==> config.mk <==
export PLATFORM = sky130hd
export DESIGN_NAME = dac_mode_regs_attenuator
export DESIGN_NICKNAME = d
export VERILOG_FILES = /design/src/core/atten_pkg.sv /design/src/core/step_interval_timer.sv /design/src/core/atten_ramp.sv /design/src/core/dac_mode_regs_attenuator.sv
export SDC_FILE = /design/constraint.sdc
export NUM_CORES = 1
export LEC_CHECK = 0
export BUFFER_PORTS_ARGS = -buffer_cell sky130_fd_sc_hd__buf_4
export CAP_MARGIN = 20
export CELL_PAD_IN_SITES_DETAIL_PLACEMENT = 1
export CELL_PAD_IN_SITES_GLOBAL_PLACEMENT = 1
export CORE_MARGIN = 1.5
export CORE_UTILIZATION = 52
export CTS_CLUSTER_SIZE = 28
export DETAILED_ROUTE_END_ITERATION = 7
export MAX_ROUTING_LAYER = met4
export PLACE_DENSITY_LB_ADDON = 0.05
export SLEW_MARGIN = 20
export SYNTH_ARGS = -nofsm -noshare
export SYNTH_HDL_FRONTEND = slang
export SYNTH_SLANG_ARGS = --single-unit
==> constraint.sdc <==
create_clock -name i_ref_clk -period 12.6 [get_ports i_ref_clk]
set_input_delay 0.63 -clock i_ref_clk [delete_from_list [all_inputs] [get_ports i_ref_clk]]
set_output_delay 0.63 -clock i_ref_clk [all_outputs]
set_load 0.05 [all_outputs]
==> src/core/atten_pkg.sv <==
package atten_pkg;

  // ==========================================================
  // control word layout
  localparam int WORD_W = 16;
  localparam int WORD_MSB = 15;
  localparam int IDX_HI = 14;
  localparam int IDX_LO = 8;
  localparam int DATA_HI = 7;
  localparam logic WORD_MSB_VALUE = 1'b0;

  // ==========================================================
  // register indices
  localparam logic [6:0] IDX_CHAN1_GAIN = 7'h01;
  localparam logic [6:0] IDX_CHAN2_GAIN = 7'h02;
  localparam logic [6:0] IDX_CHAN3_GAIN = 7'h03;
  localparam logic [6:0] IDX_CHAN4_GAIN = 7'h04;
  localparam logic [6:0] IDX_CHAN5_GAIN = 7'h05;
  localparam logic [6:0] IDX_CHAN6_GAIN = 7'h06;
  localparam logic [6:0] IDX_SILENCE_LOW = 7'h07;
  localparam logic [6:0] IDX_DISABLE_LOW = 7'h08;
  localparam logic [6:0] IDX_FORMAT_FILTER = 7'h09;
  localparam logic [6:0] IDX_PHASE_EMPH = 7'h0a;
  localparam logic [6:0] IDX_OVERSAMPLE = 7'h0c;
  localparam logic [6:0] IDX_STEP_MODE = 7'h0d;
  localparam logic [6:0] IDX_ZERO_STATUS = 7'h0e;
  localparam logic [6:0] IDX_CHAN7_GAIN = 7'h10;
  localparam logic [6:0] IDX_CHAN8_GAIN = 7'h11;
  localparam logic [6:0] IDX_SILENCE_HIGH = 7'h12;
  localparam logic [6:0] IDX_DISABLE_HIGH = 7'h13;

  // ==========================================================
  // field positions
  localparam int LOW_CHANNELS = 6;
  localparam int HIGH_CHANNELS = 2;
  localparam int FORMAT_LO = 0;
  localparam int ROLLOFF_BIT = 5;
  localparam int EMPH_ALL_BIT = 0;
  localparam int EMPH_RATE_LO = 3;
  localparam int PHASE_INV_BIT = 5;
  localparam int ZERO_POL_BIT = 6;
  localparam int RESTART_BIT = 7;
  localparam int OVERSAMPLE_BIT = 7;
  localparam int STEP_SEL_BIT = 7;
  localparam int COMBO_LO = 5;

  // ==========================================================
  // reset values
  localparam logic [7:0] GAIN_RESET = 8'hff;
  localparam logic [7:0] SILENCE_RESET = 8'h00;
  localparam logic [7:0] DISABLE_RESET = 8'h00;
  localparam logic [7:0] FORMAT_FILTER_RESET = 8'h05;
  localparam logic [7:0] PHASE_EMPH_RESET = 8'h00;
  localparam logic [7:0] OVERSAMPLE_RESET = 8'h00;
  localparam logic [7:0] STEP_MODE_RESET = 8'h00;

  // ==========================================================
  // attenuator figures
  localparam int NUM_CHANNELS = 8;
  localparam int GAIN_W = 8;
  localparam logic [7:0] SILENCE_FLOOR_FINE = 8'h80;
  localparam logic [7:0] SILENCE_FLOOR_WIDE = 8'h9a;
  localparam int STEP_INTERVAL_SAMPLES = 8;

endpackage

==> src/core/step_interval_timer.sv <==
`timescale 1ns/1ps
module step_interval_timer
  import atten_pkg::*;
#(
  parameter int INTERVAL = STEP_INTERVAL_SAMPLES
) (
  // clock and reset
  input wire logic i_ref_clk,
  input wire logic i_rst,
  // sample rate tick in, common step boundary out
  input wire logic i_sample_tick,
  output logic o_step
);

  localparam int CNT_W = $clog2(INTERVAL);
  localparam logic [CNT_W-1:0] CNT_LAST = CNT_W'(INTERVAL - 1);

  logic [CNT_W-1:0] cnt_reg;

  // ==========================================================
  // sample counter
  // advance per tick
  always_ff @(posedge i_ref_clk or posedge i_rst) begin
    if (i_rst) begin
      cnt_reg <= '0;
    end else if (i_sample_tick) begin
      cnt_reg <= (cnt_reg == CNT_LAST) ? '0 : cnt_reg + 1'b1;
    end
  end

  always_ff @(posedge i_ref_clk or posedge i_rst) begin
    if (i_rst) begin
      o_step <= 1'b0;
    end else begin
      o_step <= i_sample_tick && (cnt_reg == CNT_LAST);
    end
  end

  // ==========================================================
  // checks
  step_cause_a: assert property (
    @(posedge i_ref_clk) disable iff (i_rst)
    o_step |-> $past(i_sample_tick) && $past(cnt_reg) == CNT_LAST)
    else $error("step boundary without eighth sample tick");

endmodule

==> src/core/atten_ramp.sv <==
`timescale 1ns/1ps
module atten_ramp
  import atten_pkg::*;
(
  // clock and reset
  input wire logic i_ref_clk,
  input wire logic i_rst,
  // step boundary and target code
  input wire logic i_step,
  input wire logic [GAIN_W-1:0] i_target,
  // applied code
  output logic [GAIN_W-1:0] o_level
);

  // ==========================================================
  // ramp
  // one code per boundary
  always_ff @(posedge i_ref_clk or posedge i_rst) begin
    if (i_rst) begin
      o_level <= GAIN_RESET;
    end else if (i_step && o_level < i_target) begin
      o_level <= o_level + 1'b1;
    end else if (i_step && o_level > i_target) begin
      o_level <= o_level - 1'b1;
    end
  end

  // ==========================================================
  // checks
  hold_off_step_a: assert property (
    @(posedge i_ref_clk) disable iff (i_rst)
    !i_step |=> $stable(o_level))
    else $error("applied level moved off a step boundary");

  single_step_a: assert property (
    @(posedge i_ref_clk) disable iff (i_rst)
    i_step && o_level != i_target |=>
      (o_level == $past(o_level) + 8'h01) ||
      (o_level == $past(o_level) - 8'h01))
    else $error("applied level did not move by one code");

endmodule

==> src/core/dac_mode_regs_attenuator.sv <==
`timescale 1ns/1ps
module dac_mode_regs_attenuator
  import atten_pkg::*;
(
  // clock and reset
  input wire logic i_ref_clk,
  input wire logic i_rst,
  // control word write
  input wire logic i_wr_valid,
  input wire logic [WORD_W-1:0] i_wr_word,
  // control word read
  input wire logic i_rd_req,
  input wire logic [6:0] i_rd_index,
  output logic o_rd_valid,
  output logic [WORD_W-1:0] o_rd_word,
  // sample timing and zero status from the data path
  input wire logic i_sample_tick,
  input wire logic [NUM_CHANNELS-1:0] i_zero_flags,
  // attenuator results
  output logic [NUM_CHANNELS*GAIN_W-1:0] o_applied_codes,
  output logic [NUM_CHANNELS-1:0] o_chan_muted,
  output logic [NUM_CHANNELS-1:0] o_chan_output_disable,
  // mode controls for other blocks
  output logic o_gain_step_select,
  output logic [2:0] o_audio_format_select,
  output logic o_rolloff_select,
  output logic o_soft_restart,
  output logic o_zero_flag_polarity,
  output logic o_output_phase_invert,
  output logic [1:0] o_emphasis_rate_select,
  output logic o_emphasis_all_enable,
  output logic o_oversample_high,
  output logic [1:0] o_zero_flag_combo_select
);

  // ==========================================================
  // functions
  // gain slot of an index: bit 3 set when the index is a gain code
  function automatic logic [3:0] gain_slot(input logic [6:0] idx);
    case (idx)
      IDX_CHAN1_GAIN: gain_slot = 4'h8;
      IDX_CHAN2_GAIN: gain_slot = 4'h9;
      IDX_CHAN3_GAIN: gain_slot = 4'ha;
      IDX_CHAN4_GAIN: gain_slot = 4'hb;
      IDX_CHAN5_GAIN: gain_slot = 4'hc;
      IDX_CHAN6_GAIN: gain_slot = 4'hd;
      IDX_CHAN7_GAIN: gain_slot = 4'he;
      IDX_CHAN8_GAIN: gain_slot = 4'hf;
      default: gain_slot = 4'h0;
    endcase
  endfunction
  function automatic logic [7:0] silence_floor(input logic wide);
    silence_floor = wide ? SILENCE_FLOOR_WIDE : SILENCE_FLOOR_FINE;
  endfunction
  // codes at or below the floor all mean silence, so clamp to it
  function automatic logic [7:0] ramp_target(input logic [7:0] code,
                                             input logic silent,
                                             input logic wide);
    logic [7:0] fl;
    fl = silence_floor(wide);
    ramp_target = (silent || code <= fl) ? fl : code;
  endfunction

  // ==========================================================
  // write decode
  // a set msb makes the word void
  wire logic wr_ok = i_wr_valid && (i_wr_word[WORD_MSB] == WORD_MSB_VALUE);
  wire logic [6:0] wr_idx = i_wr_word[IDX_HI:IDX_LO];
  wire logic [7:0] wr_data = i_wr_word[DATA_HI:0];
  wire logic [3:0] wr_slot = gain_slot(wr_idx);

  // ==========================================================
  // registers
  logic [NUM_CHANNELS-1:0][GAIN_W-1:0] gain_reg;
  logic [7:0] silence_low_reg;
  logic [7:0] silence_high_reg;
  logic [7:0] disable_low_reg;
  logic [7:0] disable_high_reg;
  logic [7:0] format_filter_reg;
  logic [7:0] phase_emph_reg;
  logic [7:0] oversample_reg;
  logic [7:0] step_mode_reg;

  always_ff @(posedge i_ref_clk or posedge i_rst) begin
    if (i_rst) begin
      gain_reg <= {NUM_CHANNELS{GAIN_RESET}};
    end else if (wr_ok && wr_slot[3]) begin
      gain_reg[wr_slot[2:0]] <= wr_data;
    end
  end

  always_ff @(posedge i_ref_clk or posedge i_rst) begin
    if (i_rst) begin
      silence_low_reg <= SILENCE_RESET;
      silence_high_reg <= SILENCE_RESET;
    end else if (wr_ok && wr_idx == IDX_SILENCE_LOW) begin
      silence_low_reg <= wr_data;
    end else if (wr_ok && wr_idx == IDX_SILENCE_HIGH) begin
      silence_high_reg <= wr_data;
    end
  end

  always_ff @(posedge i_ref_clk or posedge i_rst) begin
    if (i_rst) begin
      disable_low_reg <= DISABLE_RESET;
      disable_high_reg <= DISABLE_RESET;
    end else if (wr_ok && wr_idx == IDX_DISABLE_LOW) begin
      disable_low_reg <= wr_data;
    end else if (wr_ok && wr_idx == IDX_DISABLE_HIGH) begin
      disable_high_reg <= wr_data;
    end
  end

  // reserved test bits are stored and read back but steer nothing
  // test bits left unused
  always_ff @(posedge i_ref_clk or posedge i_rst) begin
    if (i_rst) begin
      format_filter_reg <= FORMAT_FILTER_RESET;
      phase_emph_reg <= PHASE_EMPH_RESET;
      oversample_reg <= OVERSAMPLE_RESET;
      step_mode_reg <= STEP_MODE_RESET;
    end else if (wr_ok) begin
      case (wr_idx)
        IDX_FORMAT_FILTER: format_filter_reg <= wr_data;
        IDX_PHASE_EMPH: phase_emph_reg <= wr_data;
        IDX_OVERSAMPLE: oversample_reg <= wr_data;
        IDX_STEP_MODE: step_mode_reg <= wr_data;
        default: ;
      endcase
    end
  end

  // ==========================================================
  // read back
  logic [7:0] rd_data;

  always_comb begin
    logic [3:0] slot;
    slot = gain_slot(i_rd_index);
    if (slot[3]) begin
      rd_data = gain_reg[slot[2:0]];
    end else begin
      case (i_rd_index)
        IDX_SILENCE_LOW: rd_data = silence_low_reg;
        IDX_SILENCE_HIGH: rd_data = silence_high_reg;
        IDX_DISABLE_LOW: rd_data = disable_low_reg;
        IDX_DISABLE_HIGH: rd_data = disable_high_reg;
        IDX_FORMAT_FILTER: rd_data = format_filter_reg;
        IDX_PHASE_EMPH: rd_data = phase_emph_reg;
        IDX_OVERSAMPLE: rd_data = oversample_reg;
        IDX_STEP_MODE: rd_data = step_mode_reg;
        IDX_ZERO_STATUS: rd_data = i_zero_flags;
        default: rd_data = 8'h00;
      endcase
    end
  end

  // answer carries zero msb and index
  always_ff @(posedge i_ref_clk or posedge i_rst) begin
    if (i_rst) begin
      o_rd_valid <= 1'b0;
      o_rd_word <= '0;
    end else begin
      o_rd_valid <= i_rd_req;
      if (i_rd_req) begin
        o_rd_word <= {WORD_MSB_VALUE, i_rd_index, rd_data};
      end
    end
  end

  // ==========================================================
  // attenuator
  logic step_mode_wide;
  logic [7:0] floor_now;
  logic step_pulse;
  logic [NUM_CHANNELS-1:0] chan_soft_silence;
  logic [NUM_CHANNELS-1:0][GAIN_W-1:0] target;
  logic [NUM_CHANNELS-1:0][GAIN_W-1:0] level;

  assign step_mode_wide = step_mode_reg[STEP_SEL_BIT];
  assign floor_now = silence_floor(step_mode_wide);
  assign chan_soft_silence = {silence_high_reg[HIGH_CHANNELS-1:0],
                              silence_low_reg[LOW_CHANNELS-1:0]};

  // one timer shared by all channels
  step_interval_timer #(.INTERVAL(STEP_INTERVAL_SAMPLES)) u_timer (
    .i_ref_clk(i_ref_clk),
    .i_rst(i_rst),
    .i_sample_tick(i_sample_tick),
    .o_step(step_pulse)
  );

  for (genvar c = 0; c < NUM_CHANNELS; c++) begin : g_chan
    assign target[c] = ramp_target(gain_reg[c], chan_soft_silence[c],
                                   step_mode_wide);
    atten_ramp u_ramp (
      .i_ref_clk(i_ref_clk),
      .i_rst(i_rst),
      .i_step(step_pulse),
      .i_target(target[c]),
      .o_level(level[c])
    );
  end

  assign o_applied_codes = level;

  always_ff @(posedge i_ref_clk or posedge i_rst) begin
    if (i_rst) begin
      o_chan_muted <= '0;
    end else begin
      for (int c = 0; c < NUM_CHANNELS; c++) begin
        o_chan_muted[c] <= (level[c] <= floor_now);
      end
    end
  end

  always_ff @(posedge i_ref_clk or posedge i_rst) begin
    if (i_rst) begin
      o_chan_output_disable <= '0;
    end else begin
      o_chan_output_disable <= {disable_high_reg[HIGH_CHANNELS-1:0],
                                disable_low_reg[LOW_CHANNELS-1:0]};
    end
  end

  // ==========================================================
  // mode control outputs
  always_ff @(posedge i_ref_clk or posedge i_rst) begin
    if (i_rst) begin
      o_gain_step_select <= 1'b0;
      o_audio_format_select <= 3'h0;
      o_rolloff_select <= 1'b0;
      o_soft_restart <= 1'b0;
      o_zero_flag_polarity <= 1'b0;
      o_output_phase_invert <= 1'b0;
      o_emphasis_rate_select <= 2'h0;
      o_emphasis_all_enable <= 1'b0;
      o_oversample_high <= 1'b0;
      o_zero_flag_combo_select <= 2'h0;
    end else begin
      o_gain_step_select <= step_mode_wide;
      o_audio_format_select <= format_filter_reg[FORMAT_LO+:3];
      o_rolloff_select <= format_filter_reg[ROLLOFF_BIT];
      o_soft_restart <= phase_emph_reg[RESTART_BIT];
      o_zero_flag_polarity <= phase_emph_reg[ZERO_POL_BIT];
      o_output_phase_invert <= phase_emph_reg[PHASE_INV_BIT];
      o_emphasis_rate_select <= phase_emph_reg[EMPH_RATE_LO+:2];
      o_emphasis_all_enable <= phase_emph_reg[EMPH_ALL_BIT];
      o_oversample_high <= oversample_reg[OVERSAMPLE_BIT];
      o_zero_flag_combo_select <= step_mode_reg[COMBO_LO+:2];
    end
  end

  // ==========================================================
  // checks
  msb_void_a: assert property (
    @(posedge i_ref_clk) disable iff (i_rst)
    i_wr_valid && i_wr_word[WORD_MSB] |=> $stable(gain_reg) &&
      $stable(silence_low_reg) && $stable(step_mode_reg))
    else $error("write with msb set changed a register");
  gain_reset_a: assert property (
    @(posedge i_ref_clk) disable iff (i_rst)
    $past(i_rst) |-> gain_reg == {NUM_CHANNELS{GAIN_RESET}} &&
      level == {NUM_CHANNELS{GAIN_RESET}})
    else $error("gain codes not at full level after reset");
  chan7_map_a: assert property (
    @(posedge i_ref_clk) disable iff (i_rst)
    wr_ok && wr_idx == IDX_CHAN7_GAIN |=> gain_reg[6] == $past(wr_data))
    else $error("index 16 did not load channel 7");
  chan_isolation_a: assert property (
    @(posedge i_ref_clk) disable iff (i_rst)
    wr_ok && wr_idx == IDX_CHAN1_GAIN |=>
      gain_reg[NUM_CHANNELS-1:1] == $past(gain_reg[NUM_CHANNELS-1:1]))
    else $error("channel 1 write disturbed another channel");
  silence_down_a: assert property (
    @(posedge i_ref_clk) disable iff (i_rst)
    step_pulse && chan_soft_silence[0] && level[0] > floor_now |=>
      level[0] == $past(level[0]) - 8'h01)
    else $error("silenced channel did not step down");
  code_kept_a: assert property (
    @(posedge i_ref_clk) disable iff (i_rst)
    wr_ok && (wr_idx == IDX_SILENCE_LOW || wr_idx == IDX_SILENCE_HIGH)
      |=> $stable(gain_reg))
    else $error("silence write changed a gain code");
  muted_flag_a: assert property (
    @(posedge i_ref_clk) disable iff (i_rst)
    step_mode_wide && $stable(step_mode_wide) |=>
      o_chan_muted[0] == ($past(level[0]) <= SILENCE_FLOOR_WIDE))
    else $error("silence flag wrong in wide mode");
  disable_path_a: assert property (
    @(posedge i_ref_clk) disable iff (i_rst)
    wr_ok && wr_idx == IDX_DISABLE_HIGH |=> ##1
      o_chan_output_disable[NUM_CHANNELS-1:LOW_CHANNELS] ==
      $past(wr_data[1:0], 2))
    else $error("output disable for channels 7-8 not applied");
  read_answer_a: assert property (
    @(posedge i_ref_clk) disable iff (i_rst)
    i_rd_req |=> o_rd_valid && o_rd_word[WORD_MSB] == WORD_MSB_VALUE &&
      o_rd_word[IDX_HI:IDX_LO] == $past(i_rd_index))
    else $error("read answer malformed");
  silence_reached_c: cover property (
    @(posedge i_ref_clk) disable iff (i_rst)
    chan_soft_silence[0] ##1 level[0] == floor_now);
  release_reached_c: cover property (
    @(posedge i_ref_clk) disable iff (i_rst)
    $fell(chan_soft_silence[0]) ##[1:1000] level[0] == gain_reg[0]);
  wide_mode_c: cover property (
    @(posedge i_ref_clk) disable iff (i_rst)
    step_mode_wide && o_chan_muted[7]);

endmodule

; After elaboration in Yosys (flattened, before gate mapping)
; Memories as Yosys holds them, arrays and structs flattened.
; Index checks and enable logic that the tools add are counted.
[word_totals]
romBits = 256
word_cells = 198
input_bits = 36
memories = 2
output_inout_bits = 111
reg_bits = 242
[op_classes]
n_eq_ne = 18
add_sub_neg = 17
n_reduce_logical = 48
n_lt_le_gt_ge = 35
mux = 35
bitwise_logic = 3
[memory_table]
columns = name, words, width, rd, rd_ports_with_merged_regs, write_ports, line_no
row1 = (no name shown), 32, 4, 1, 0, 0, dac_mode_regs_attenuator.sv:40  ; case (idx)
row2 = (no name shown), 32, 4, 1, 0, 0, dac_mode_regs_attenuator.sv:40
[op_table]
columns = cell, n
row1 = $mux 8, 27
row2 = $le 8x8->1, 16
row3 = $eq 7x4->1 const B, 11
row4 = $pmux 8 s9, 1
row5 = $add 8x1->8 const B, 8
row6 = $bwmux 64, 1
row7 = $gt 8x8->1, 8
row8 = $lt 8x8->1, 8
row9 = $sub 8x1->8 const B, 8
row10 = $eq 7x5->1 const B, 4
row11 = $bmux 8 s3, 1
row12 = $demux 8 s3, 1
row13 = $logic_and 1x1->1, 24
row14 = $reduce_bool 2->1, 8
row15 = $eq 7x3->1 const B, 2
row16 = $reduce_and 2->1, 6
row17 = $logic_or 1x1->1, 8
row18 = $lt 3x4->1 const B, 2
row19 = $mux 4, 2
row20 = $mux 5, 1
row21 = $logic_not 2->1, 2
row22 = $add 3x1->3 const B, 1
row23 = $eq 3x3->1 const B, 1
row24 = $ge 3x1->1 const B, 1
row25 = other kinds (2), 4

; Longest topological paths before layout
; Gate-level depths: netlist (run 1).
[logic_depth]
ltp_word = 8
ltp_mapped = 22
ltp_nobuf = 21

; By module
; A second synthesis (run 1) with hierarchy kept.
[hier_totals]
hier_cells = 1488
area_unflattened_um2 = 16087.9
[modules_own_cells]
columns = mod, instances, seq_area_each_um2, area_per_inst_um2, cells_per_inst
row1 = dac_mode_regs_attenuator, 1, 4436.8, 9706.8, 876
row2 = atten_ramp, 8, 210.2, 775.7, 75
row3 = step_interval_timer, 1, 100.1, 175.2, 12

; Least setup slack after synthesis (run 1)
; No wires, ideal clock.
[synth_timing]
kind = flip-flop to flip-flop
from = reg step_mode_reg[7]
to = reg g_chan[5].u_ramp.o_level[7]
t_required_ps = 12525
stages_incl_launch_ff = 22
n_path_buf = 2
setup_time_ps = 75
period_less_slack_ps = 5655
path_slack_ps = 6945
arrival_ps = 5580
path_cell_list = dfrtp_1 -> clkbuf_1 -> clkbuf_1 -> inv_1 -> ha_1 -> a21o_1 -> a21oi_1 -> a41oi_1 -> o311ai_1 -> or2_2 -> ha_1 -> a21oi_1 -> o221ai_1 -> a221oi_1 -> nand2_1 -> ha_1 -> and2_0 -> o21ai_0 -> a31oi_1 -> nor3b_1 -> a31o_2 -> xor2_1
[synth_between]
elab_chain_cells = 7
word_cells_on_any_way = 10
classes_between = 3 x order compare / 3 x mux / 4 x reduce/logical
[synth_rtl]
columns = element, line_no
row1 = "start, declared", dac_mode_regs_attenuator.sv:82  ; logic [7:0] step_mode_reg;
row2 = "start signal, assigned", dac_mode_regs_attenuator.sv:127  ; IDX_STEP_MODE: step_mode_reg <= wr_data;
row3 = $mux 5 *, dac_mode_regs_attenuator.sv:53  ; silence_floor = wide ? SILENCE_FLOOR_WIDE : SILENCE_FLOOR_FINE;
row4 = $le 8x8->1, dac_mode_regs_attenuator.sv:61  ; ramp_target = (silent || code <= fl) ? fl : code;
row5 = $logic_or 1x1->1, dac_mode_regs_attenuator.sv:61
row6 = $mux 8 *, dac_mode_regs_attenuator.sv:61
row7 = $lt 8x8->1 or $gt 8x8->1 (tied branches), "atten_ramp.sv:21, atten_ramp.sv:23"
row8 = "$logic_and 1x1->1, on equally long branches", "atten_ramp.sv:21, atten_ramp.sv:23"
row9 = $mux 8 or $reduce_bool 2->1 (tied branches), --
row10 = "end signal, assigned", atten_ramp.sv:22  ; o_level <= o_level + 1'b1;
row11 = "end signal, assigned", atten_ramp.sv:24  ; o_level <= o_level - 1'b1;
row12 = "end, declared", atten_ramp.sv:12  ; output logic [GAIN_W-1:0] o_level
; Mark *: on every way between the ends. The rest lies on a longest branch, timed or not.
; A chain may end at the register's enable or synchronous reset.

; Worst setup path in the final report (run 1)
[layout_timing]
from = reg step_mode_reg[7]
to = reg g_chan[3].u_ramp.o_level[6]
[layout_between]
elab_chain_cells = 7
word_cells_on_any_way = 10
classes_between = 3 x order compare / 3 x mux / 4 x reduce/logical
[layout_rtl]
columns = element, line_no
row1 = $mux 5 *, dac_mode_regs_attenuator.sv:53
row2 = $le 8x8->1, dac_mode_regs_attenuator.sv:61
row3 = $logic_or 1x1->1, dac_mode_regs_attenuator.sv:61
row4 = $mux 8 *, dac_mode_regs_attenuator.sv:61
row5 = $lt 8x8->1 or $gt 8x8->1 (tied branches), "atten_ramp.sv:21, atten_ramp.sv:23"
row6 = "$logic_and 1x1->1, on equally long branches", "atten_ramp.sv:21, atten_ramp.sv:23"
row7 = $mux 8 or $reduce_bool 2->1 (tied branches), --
row8 = "end signal, assigned", atten_ramp.sv:22
row9 = "end signal, assigned", atten_ramp.sv:24
row10 = "end, declared", atten_ramp.sv:12
; Marked as above.

==> results of run 1 <==
==> layer usage <==
metal	global-route usage (%)	vias up
met4	5.34	0
li1	-	5560
met5	-	-
met3	3.47	49
met2	49.5	221
met1	37.2	6036
==> worst max-delay path: cells and delay by family (launching register included) <==
kind,cells,cell delay [ns]
flip-flops,1,0.40
multiplexers,1,0.29
XOR/XNOR,1,0.20
buffers and inverters,2,0.81
adder cells (fa/ha/maj),3,1.10
AO/OA/AOI/OAI,11,2.55
AND/OR/NAND/NOR,2,0.41
==> cells in the mapped netlist, drive strengths merged, types with 8 or more instances <==
cell    number
nand2       79
nand3       35
clkbuf      37
nand2b      21
nor2b       10
a21o        47
nand4       17
ha         174
dfstp      130
and3         9
xnor2       33
a22o         8
a22oi       13
mux2i       64
o31ai        8
o21ai       43
a41oi       11
mux2       148
xor2        23
or2         10
and2         8
inv         80
nor3        20
o21bai      11
nor2        74
dfrtp      112
buf         11
o221ai      13
fa           8
a221oi      17
a21oi       88
==> kinds of logic after synthesis <==
| family | count (synthesis) | share of synthesized area [%] |
|---|---|---|
| fa+ha+maj | 182 | 15.0 |
| mux | 212 | 14.8 |
| simple gates | 303 | 9.83 |
| flops | 242 | 40.0 |
| other cells | 1 | 0.0241 |
| compound gates | 313 | 13.9 |
| xor+xnor | 56 | 3.15 |
| buf+inv | 128 | 3.30 |
==> per-stage QoR <==
step	util (%)	total power [mW]	hold slack (ns)	cells	setup WS, ns
after floorplan	-	2.66	0.365	1445	5.54
after global placement	57.6	3.10	0.381	1940	7.16
after detailed placement	57.6	3.19	0.388	1940	6.86
after CTS	61.1	4.13	0.280	1992	6.70
after global routing	61.1	4.38	0.261	1992	6.25
final	61.1	4.09	0.212	1992	6.70
==> power groups by stage <==
stage,sequential [mW],combinational (mW),clock [mW]
3_3_place_gp,1.24,1.86,0
6_report,1.23,1.96,0.905
2_1_floorplan,1.59,1.07,0
3_5_place_dp,1.25,1.95,0
5_1_grt,1.26,2.17,0.949
4_1_cts,1.24,1.98,0.920
==> how the worst max path moves through the flow <==
stage                startpoint                           to  slack (ns)  cells past startpoint
2_1_floorplan             i_rst          disable_high_reg[0]        5.54                      1
3_3_place_gp   step_mode_reg[7]  g_chan[3].u_ramp.o_level[7]        7.16                     20
3_5_place_dp   step_mode_reg[7]  g_chan[4].u_ramp.o_level[7]        6.86                     20
4_1_cts        step_mode_reg[7]  g_chan[3].u_ramp.o_level[6]        6.70                     20
5_1_grt        step_mode_reg[7]  g_chan[3].u_ramp.o_level[6]        6.25                     20
6_report       step_mode_reg[7]  g_chan[3].u_ramp.o_level[6]        6.70                     20
==> layout make-up <==
cell class              instances  area, um2  area share (%)
clock buffers                  33        759            4.21
clock inverters                19        279            1.54
inverters                      80        308            1.70
multi-input cells            1075       8860            49.0
flip-flops and latches        242       6220            34.4
well taps                     390        488            2.70
repair buffers                153       1150            6.36
==> results.sh, run 1 <==
export IMPL_clkPwrFrac_pct=22.1
export IMPL_finalInstanceArea_um2=18100
export IMPL_dp_hpwl_um=30600
export IMPL_power_share_combinational_pct=47.8
export IMPL_globalRouteOverflowTotal=0
export IMPL_die_area_um2=31000
export IMPL_synth_top_flop_cell="sky130_fd_sc_hd__dfstp_2"
export IMPL_cts_buffers=28
export IMPL_critPathRequiredTime_ns=13.03
export IMPL_yosys_warnings=0
export IMPL_number_of_cell_rows=63
export IMPL_core_region_area_um2=29600
export IMPL_synthArstFlopShare_pct=100
export IMPL_drt_pass1_iterations=5
export IMPL_timing_max_slew_rel_slack_pct=32.2
export IMPL_rsz0062_at_grt="no"
export IMPL_sequential_group_share_of_total_power_pct=30.1
export IMPL_detail_route_vias_per_cell=5.96
export IMPL_finClkSkew_ns=0.0151
export IMPL_track_usage_pct=28.9
export IMPL_launch_point_of_the_worst_reg_to_reg_path="step_mode_reg[7]"
export IMPL_synth_avg_cell_area_um2=10.8
export IMPL_die_h_um=176
export IMPL_finalNetCount=1798
export IMPL_setup_crit_start_kind="flip-flop"
export IMPL_wl_met1_um=19100
export IMPL_number_of_cells_on_the_worst_reg_to_reg_path=20
export IMPL_finalWorstPathRequiredPeriod_ns=5.90
export IMPL_grt_max_degree=116
export IMPL_cts_htree_levels=1
export IMPL_antenna_violations_before_repair=0
export IMPL_fmaxAchievable_ghz=0.170
export IMPL_routed_wirelength_um=42800
export IMPL_final_max_slew_viol_count=0
export IMPL_outcome="finished clean"
export IMPL_synth_lib_cells_used_distinct=73
export IMPL_wl_per_cell_um=21.5
export IMPL_synth_seq_cells=242
export IMPL_cts_clk_slew_worst_paths_ns=0.06
export IMPL_intPower_mw=2.35
export IMPL_powerDensity_nw_per_um2=227
export IMPL_number_of_setup_buffers_added_after_cts=0
export IMPL_holdBufCountCts=0
export IMPL_worstPathMaxFanout=20
export IMPL_fillerInstances=3194
export IMPL_drtAntennaViolNets=0
export IMPL_gp_congestion=0.873
export IMPL_cpMostUsedCell="sky130_fd_sc_hd__a21oi_1"
export IMPL_clk_latency_ns=0.55
export IMPL_mappedNetlistArea_um2=15600
export IMPL_synth_cells=1437
export IMPL_worstHoldPathType="input pin to async pin"
export IMPL_cts_resized=0
export IMPL_minimum_setup_slack_among_reg_to_reg_paths_ns=6.70
export IMPL_total_switching_power_mw=1.75
export IMPL_dr_total_vias=11900
export IMPL_number_of_synthesized_flops_with_an_enable_pin=0
export IMPL_io_pins=147
export IMPL_setup_viol_count_final=0
export IMPL_grt_pass1_wl_um=69000
export IMPL_route_detailed_drc=0
export IMPL_p_sw_share_pct=42.7
export IMPL_post_synth_top_area_fraction_pct=22.0
export IMPL_cell_types_with_the_largest_area_share_after_synthesis="sky130_fd_sc_hd__dfstp_2, sky130_fd_sc_hd__dfrtp_1, sky130_fd_sc_hd__ha_1, sky130_fd_sc_hd__mux2_2, sky130_fd_sc_hd__mux2i_1"
export IMPL_maxCapViolations=0
export IMPL_seq_total_area_yosys_pct=40.0
export IMPL_most_common_layout_cells="sky130_fd_sc_hd__ha_1, sky130_fd_sc_hd__buf_4, sky130_fd_sc_hd__mux2_2"
export IMPL_cts_root_buf="sky130_fd_sc_hd__clkbuf_16"
export IMPL_post_dp_cell_area_um2=17000
export IMPL_cpPeakStageDelay_ns=0.70
export IMPL_timing_setup_critical_path_class="flip-flop to flip-flop"
export IMPL_setup_tns_ns=0
export IMPL_final_layout_size_suffix_gt1_share_pct=31.6
export IMPL_vdd_ir_drop_max_mv=0.143
export IMPL_grt_pass1_vias=12500
export IMPL_worstMarginPinSlew_ns=1.00
export IMPL_layout_cells_most_common="sky130_fd_sc_hd__ha_1"
export IMPL_cp_end_kind="flip-flop"
export IMPL_port_buffers=145
export IMPL_ant_diodes=0
export IMPL_post_synth_top_area_cell="sky130_fd_sc_hd__dfstp_2"
export IMPL_cp_cell_sequence="inv_1 -> buf_4 -> ha_1 -> a21o_1 -> a21oi_1 -> a41oi_1 -> o311ai_1 -> mux2i_1 -> ha_1 -> nand3_1 -> o221ai_1 -> a221oi_1 -> nand2_1 -> fa_1 -> a21o_1 -> a21oi_1 -> o21bai_1 -> a21oi_1 -> xor2_1 -> o21ai_0"
export IMPL_synthToLayoutAreaGrowth_pct=16.1
export IMPL_hold_viol=0
export IMPL_highest_routed_metal_layer="met4"
export IMPL_initial_core_util_pct=52.6
export IMPL_die_width_um=176
export IMPL_static_leakage_power_nw=8.30
export IMPL_wl_met2_um=21500
export IMPL_reg2reg_to="g_chan[3].u_ramp.o_level[6]"
export IMPL_cts_max_path_buffers=3
export IMPL_drt_iter0_drc=537
export IMPL_cts_sink_count=242
export IMPL_critical_path_slowest_cell="sky130_fd_sc_hd__o311ai_1"
export IMPL_cts_tree="yes"
export IMPL_final_min_period_over_clock_period_pct=46.8
export IMPL_timing_critical_path_arrival_ns=6.33
export IMPL_routed_wl_met3_um=1620
(Power assumes the default switching activity.)
==> run 2, diff against run 1 <==
Settings changed: CORE_UTILIZATION 52 to 44.
Clock period 12.6 ns to 4.9 ns, I/O delays scaled along.
==> run 2 against run 1 <==
Compared with the run above: worst hold slack lost 0.18 ns; critical path depth grew 1; via count grew 0.35%; largest cell class unchanged; highest routed layer unchanged.
==> results.sh, run 2 (synthesized netlist as in run 1, its figures left out) <==
export IMPL_cts_max_path_buffers=3
export IMPL_ant_diodes=0
export IMPL_antenna_violations_before_repair=0
export IMPL_die_h_um=191
export IMPL_timing_critical_path_arrival_ns=5.09
export IMPL_powerDensity_nw_per_um2=569
export IMPL_final_layout_size_suffix_gt1_share_pct=34.6
export IMPL_vdd_ir_drop_max_mv=0.438
export IMPL_core_region_area_um2=34700
export IMPL_layout_cells_most_common="sky130_fd_sc_hd__buf_4"
export IMPL_drt_iter0_drc=530
export IMPL_critical_path_slowest_cell="sky130_fd_sc_hd__dfrtp_2"
export IMPL_drt_pass1_iterations=5
export IMPL_globalRouteOverflowTotal=0
export IMPL_setup_crit_start_kind="flip-flop"
export IMPL_final_min_period_over_clock_period_pct=94.4
export IMPL_cts_clk_slew_worst_paths_ns=0.06
export IMPL_synthToLayoutAreaGrowth_pct=20.2
export IMPL_wl_per_cell_um=20.9
export IMPL_grt_pass1_wl_um=69400
export IMPL_cts_buffers=29
export IMPL_route_detailed_drc=0
export IMPL_grt_max_degree=183
export IMPL_maxCapViolations=0
export IMPL_launch_point_of_the_worst_reg_to_reg_path="step_mode_reg[7]"
export IMPL_timing_max_slew_rel_slack_pct=31.2
export IMPL_io_pins=147
export IMPL_cpMostUsedCell="sky130_fd_sc_hd__a21oi_1"
export IMPL_dp_hpwl_um=31600
export IMPL_fmaxAchievable_ghz=0.216
export IMPL_critPathLaunch="step_mode_reg[7]"
export IMPL_cts_htree_levels=1
export IMPL_routed_wirelength_um=43700
export IMPL_hold_start="i_wr_word[2]"
export IMPL_die_area_um2=36500
export IMPL_cpPeakStageDelay_ns=0.41
export IMPL_cts_tree="yes"
export IMPL_number_of_cell_rows=68
export IMPL_die_width_um=191
export IMPL_cts_sink_count=242
export IMPL_detail_route_vias_per_cell=5.69
export IMPL_initial_core_util_pct=44.8
export IMPL_final_max_slew_viol_count=0
export IMPL_finClkSkew_ns=0.00801
export IMPL_worstHoldPathType="input pin to flip-flop"
export IMPL_hold_viol=0
export IMPL_grt_pass1_vias=12500
export IMPL_gp_congestion=0.844
export IMPL_critical_path_top_delay_family="compound AO/OA/AOI/OAI gates"
export IMPL_drtAntennaViolNets=0
export IMPL_clk_latency_ns=0.58
export IMPL_total_power_mw=10.6
export IMPL_critPathRequiredTime_ns=5.37
export IMPL_track_usage_pct=24.8
export IMPL_worstMarginPinSlew_ns=1.03
export IMPL_timing_setup_critical_path_class="flip-flop to flip-flop"
export IMPL_finalWorstPathRequiredPeriod_ns=4.63
export IMPL_static_leakage_power_nw=8.47
export IMPL_layoutNonFillerInstCount=2091
export IMPL_cts_root_buf="sky130_fd_sc_hd__clkbuf_16"
export IMPL_crit_path_buffers_inverters=3
export IMPL_most_common_layout_cells="sky130_fd_sc_hd__buf_4, sky130_fd_sc_hd__ha_1, sky130_fd_sc_hd__mux2_2"
export IMPL_cp_cell_sequence="clkinvlp_4 -> buf_12 -> ha_1 -> a21oi_1 -> nor2b_1 -> o41ai_4 -> nor2_1 -> a21oi_1 -> ha_1 -> nand3_1 -> o221ai_1 -> a221oi_2 -> nand2_1 -> buf_4 -> fa_1 -> a21o_1 -> a21oi_1 -> o21bai_1 -> a21oi_1 -> xor2_1 -> o21ai_0"
export IMPL_port_buffers=145
export IMPL_setup_viol_count_final=0
export IMPL_post_place_cells=2025
export IMPL_dr_total_vias=11900
export IMPL_finalNetCount=1831
export IMPL_outcome="finished clean"
export IMPL_cp_end_kind="flip-flop"
export IMPL_worstPathMaxFanout=16
[run 2: area by class of cell]
cell class              instances  area (um2)
multi-input cells            1075        9150
clock buffers                  42         815
fillers                      3734       16000
well taps                     455         569
repair buffers                185        1480
clock inverters                12         159
inverters                      80         308
flip-flops and latches        242        6220
[run 2: per-layer routing]
metal / global-route usage [%] / vias to the layer above / part of all wire (%)
met5: - / - / 0
met1: 32.8 / 5989 / 46
met3: 3.10 / 67 / 4.1
li1: - / 5619 / -
met2: 40.3 / 232 / 48
met4: 6.28 / 0 / 2.2
[run 2: worst paths after layout]
path                                                    end  slack (ns)  cells past startpoint
worst max-delay path            g_chan[2].u_ramp.o_level[6]        0.27                     21
worst min-delay path                            gain_reg[2]        0.03                      3
worst max register to register  g_chan[2].u_ramp.o_level[6]        0.27                     21
worst min register to register     o_chan_output_disable[5]        0.41                      0
max in group asynchronous                  step_mode_reg[7]        3.57                      4
min in group asynchronous       g_chan[0].u_ramp.o_level[3]        0.28                      3
[run 2: timing repair]
action / CTS / global route
setup endpoints to repair: 0 / 15
hold buffers: 8 / 0
setup buffers: 0 / 3
gates resized for setup: 0 / 22
endpoints found under the hold margin: 12 / 0
[run 2: metrics by stage]
step	worst slack (ns)	util [%]	setup TNS [ns]	cell area, um2	hold WS [ns]
2_1_floorplan	-0.256	-	-2.33	15800	0.276
4_1_cts	0.0223	53.4	0	18500	0.0144
3_3_place_gp	0.222	50.3	0	17400	0.316
6_report	0.273	53.9	0	18700	0.0330
3_5_place_dp	0.152	50.3	0	17500	0.315
5_1_grt	-0.0242	53.9	-0.0554	18700	0.0633
[run 2: where the power goes]
group	switching, mW	total [mW]	internal, mW	leakage [nW]
combinational	3.09	5.24	2.16	5.16
sequential	0.573	3.17	2.60	2.84
clock	0.900	2.22	1.32	0.473
total	4.56	10.6	6.07	8.47
[run 2: worst reg2reg max path: stages (launching register included)]
cell and delay, ns:
sky130_fd_sc_hd__dfrtp_2 0.41, sky130_fd_sc_hd__clkinvlp_4 0.12, sky130_fd_sc_hd__buf_12 0.17, sky130_fd_sc_hd__ha_1 0.33
sky130_fd_sc_hd__a21oi_1 0.17, sky130_fd_sc_hd__nor2b_1 0.09, sky130_fd_sc_hd__o41ai_4 0.39, sky130_fd_sc_hd__nor2_1 0.12
sky130_fd_sc_hd__a21oi_1 0.24, sky130_fd_sc_hd__ha_1 0.28, sky130_fd_sc_hd__nand3_1 0.10, sky130_fd_sc_hd__o221ai_1 0.15
sky130_fd_sc_hd__a221oi_2 0.35, sky130_fd_sc_hd__nand2_1 0.15, sky130_fd_sc_hd__buf_4 0.18, sky130_fd_sc_hd__fa_1 0.40
sky130_fd_sc_hd__a21o_1 0.17, sky130_fd_sc_hd__a21oi_1 0.21, sky130_fd_sc_hd__o21bai_1 0.09, sky130_fd_sc_hd__a21oi_1 0.17
sky130_fd_sc_hd__xor2_1 0.15, sky130_fd_sc_hd__o21ai_0 0.09
==> run 3, diff against run 2 <==
Settings changed: CTS_BUF_LIST set to sky130_fd_sc_hd__clkbuf_16.
==> run 3 against run 2 <==
Compared with the run above: critical path depth is the same; largest power group unchanged; worst hold slack gained 0.0036 ns; clock skew grew 0.00081 ns; worst setup slack lost 0.017 ns; sequential power is essentially flat; sequential cell count is the same; first-iteration DRC count shrank 0.57%; count of clock-buffer cells in the layout shrank 13; critical endpoint unchanged; sequential share of layout area grew 0.071 points; register-to-register slack lost 0.02 ns.
==> results.sh, run 3 (synthesized netlist as in run 1, its figures left out) <==
export IMPL_outcome="finished clean"
export IMPL_worstHoldPathType="input pin to flip-flop"
export IMPL_antenna_violations_before_repair=0
export IMPL_finalInstanceArea_um2=18700
export IMPL_cpMostUsedCell="sky130_fd_sc_hd__a21oi_1"
export IMPL_number_of_cell_rows=68
export IMPL_timing_setup_critical_path_class="flip-flop to flip-flop"
export IMPL_finalNetCount=1831
export IMPL_setup_crit_start_kind="flip-flop"
export IMPL_finalWorstPathRequiredPeriod_ns=4.64
export IMPL_cts_sink_count=242
export IMPL_critical_path_slowest_cell="sky130_fd_sc_hd__dfrtp_2"
export IMPL_post_dp_cell_area_um2=17500
export IMPL_drtAntennaViolNets=0
export IMPL_finClkSkew_ns=0.00882
export IMPL_cts_clk_slew_worst_paths_ns=0.06
export IMPL_worstPathMaxFanout=16
export IMPL_port_buffers=145
export IMPL_gp_congestion=0.844
export IMPL_hold_viol=0
export IMPL_drt_iter0_drc=527
export IMPL_route_detailed_drc=0
export IMPL_cts_buffers=29
export IMPL_globalRouteOverflowTotal=0
export IMPL_die_width_um=191
export IMPL_final_min_period_over_clock_period_pct=94.8
export IMPL_grt_max_degree=183
export IMPL_crit_path_buffers_inverters=3
export IMPL_cpPeakStageDelay_ns=0.41
export IMPL_post_place_cells=2025
export IMPL_grt_use_met1_pct=32.8
export IMPL_final_max_slew_viol_count=0
export IMPL_cts_tree="yes"
export IMPL_critPathRequiredTime_ns=5.37
export IMPL_timing_max_slew_rel_slack_pct=29.7
export IMPL_powerDensity_nw_per_um2=565
export IMPL_maxCapViolations=0
export IMPL_drt_pass1_iterations=5
export IMPL_fmaxAchievable_ghz=0.215
export IMPL_wl_per_cell_um=20.9
export IMPL_grt_most_used_layer="met2"
export IMPL_cts_max_path_buffers=3
export IMPL_timing_hold_ws_ns=0.0366
export IMPL_static_leakage_power_nw=8.49
export IMPL_setup_viol_count_final=0
export IMPL_clk_latency_ns=0.58
export IMPL_cp_cell_sequence="clkinvlp_4 -> buf_12 -> ha_1 -> a21oi_1 -> nor2b_1 -> o41ai_4 -> nor2_1 -> a21oi_1 -> ha_1 -> nand3_1 -> o221ai_1 -> a221oi_2 -> nand2_1 -> buf_4 -> fa_1 -> a21o_1 -> a21oi_1 -> o21bai_1 -> a21oi_1 -> xor2_1 -> o21ai_0"
export IMPL_synthToLayoutAreaGrowth_pct=19.9
export IMPL_grt_pass1_wl_um=69400
export IMPL_use_met2_pct=40.5
export IMPL_layoutNonFillerInstCount=2091
export IMPL_die_area_um2=36500
export IMPL_worstMarginPinSlew_ns=1.05
export IMPL_layout_cells_most_common="sky130_fd_sc_hd__buf_4"
export IMPL_initial_core_util_pct=44.8
export IMPL_critical_path_top_delay_family="compound AO/OA/AOI/OAI gates"
export IMPL_detail_route_vias_per_cell=5.68
export IMPL_dr_total_vias=11900
export IMPL_most_common_layout_cells="sky130_fd_sc_hd__buf_4, sky130_fd_sc_hd__ha_1, sky130_fd_sc_hd__mux2_2"
export IMPL_cp_end_kind="flip-flop"
export IMPL_cts_htree_levels=1
export IMPL_final_layout_size_suffix_gt1_share_pct=34.4
export IMPL_die_h_um=191
export IMPL_timing_critical_path_arrival_ns=5.11
export IMPL_core_region_area_um2=34700
export IMPL_io_pins=147
export IMPL_routed_wirelength_um=43700
export IMPL_cts_root_buf="sky130_fd_sc_hd__clkbuf_16"
export IMPL_ant_diodes=0
export IMPL_vdd_ir_drop_max_mv=0.438
export IMPL_track_usage_pct=24.8
export IMPL_grt_pass1_vias=12500
export IMPL_global_route_usage_met3_pct=3.10
export IMPL_fillerInstances=3740
export IMPL_dp_hpwl_um=31600
==> run 3: cell types whose count changed in the layout (fill, tap and decap cells not counted), sizes merged <==
cell	before	now
clkbuf	43	30
clkinv	6	10
inv	79	88
==> run 3: timing repair <==
item                                    4_1_cts  5_1_grt
hold buffers                                  8        0
endpoints found under the setup margin        0       15
setup buffers                                 0        3
hold endpoints to repair                     12        0
resized for setup                             0       22
==> run 3: metal layers <==
metal | vias up | routed length, um
li1 | 5615 | -
met1 | 5961 | 20200
met2 | 230 | 20800
met3 | 69 | 1780
met4 | 0 | 947
met5 | - | 0
==> run 3: cell type report <==
| class | instances | area [um2] | share of cell area [%] |
|---|---|---|---|
| tap | 455 | 569 | 3.05 |
| timing repair buffer | 185 | 1480 | 7.95 |
| sequential | 242 | 6220 | 33.3 |
| multi-input combinational | 1075 | 9150 | 49.0 |
| inverter | 80 | 308 | 1.65 |
| clock buffer | 29 | 726 | 3.89 |
| clock inverter | 25 | 208 | 1.11 |
==> run 3: worst paths after layout <==
path                                         start                          end  slack [ns]  depth (start not counted)
worst max register to register    step_mode_reg[7]  g_chan[2].u_ramp.o_level[6]        0.26                         21
max in group asynchronous                    i_rst             step_mode_reg[7]        3.55                          4
worst min register to register  disable_low_reg[5]     o_chan_output_disable[5]        0.41                          0
worst min-delay path                  i_wr_word[2]                  gain_reg[2]        0.04                          3
worst max-delay path              step_mode_reg[7]  g_chan[2].u_ramp.o_level[6]        0.26                         21
min in group asynchronous                    i_rst  g_chan[0].u_ramp.o_level[3]        0.28                          3
==> run 3: worst reg2reg max path, delay by kind of cell (launching register included) <==
kind	cells	cell delay (ns)
compound gates	10	2.04
buf+inv	3	0.46
simple gates	4	0.46
flops	1	0.41
xor+xnor	1	0.15
fa+ha+maj	3	1.01
==> run 3: stage by stage <==
stage | setup WS, ns | power [mW] | util (%) | setup TNS, ns
floorplan | -0.256 | 6.93 | - | -2.33
global placement | 0.222 | 8.17 | 50.3 | 0
detailed placement | 0.152 | 8.34 | 50.3 | 0
CTS | 0.0227 | 10.6 | 53.3 | 0
global route | -0.0242 | 11.3 | 53.8 | -0.0556
finish | 0.256 | 10.6 | 53.8 | 0
==> run 3: power breakdown <==
part / internal, mW / leakage, nW / switching, mW / total, mW
Clock: 1.23 / 0.488 / 0.901 / 2.13
Combinational: 2.16 / 5.16 / 3.09 / 5.24
Sequential: 2.60 / 2.84 / 0.573 / 3.17
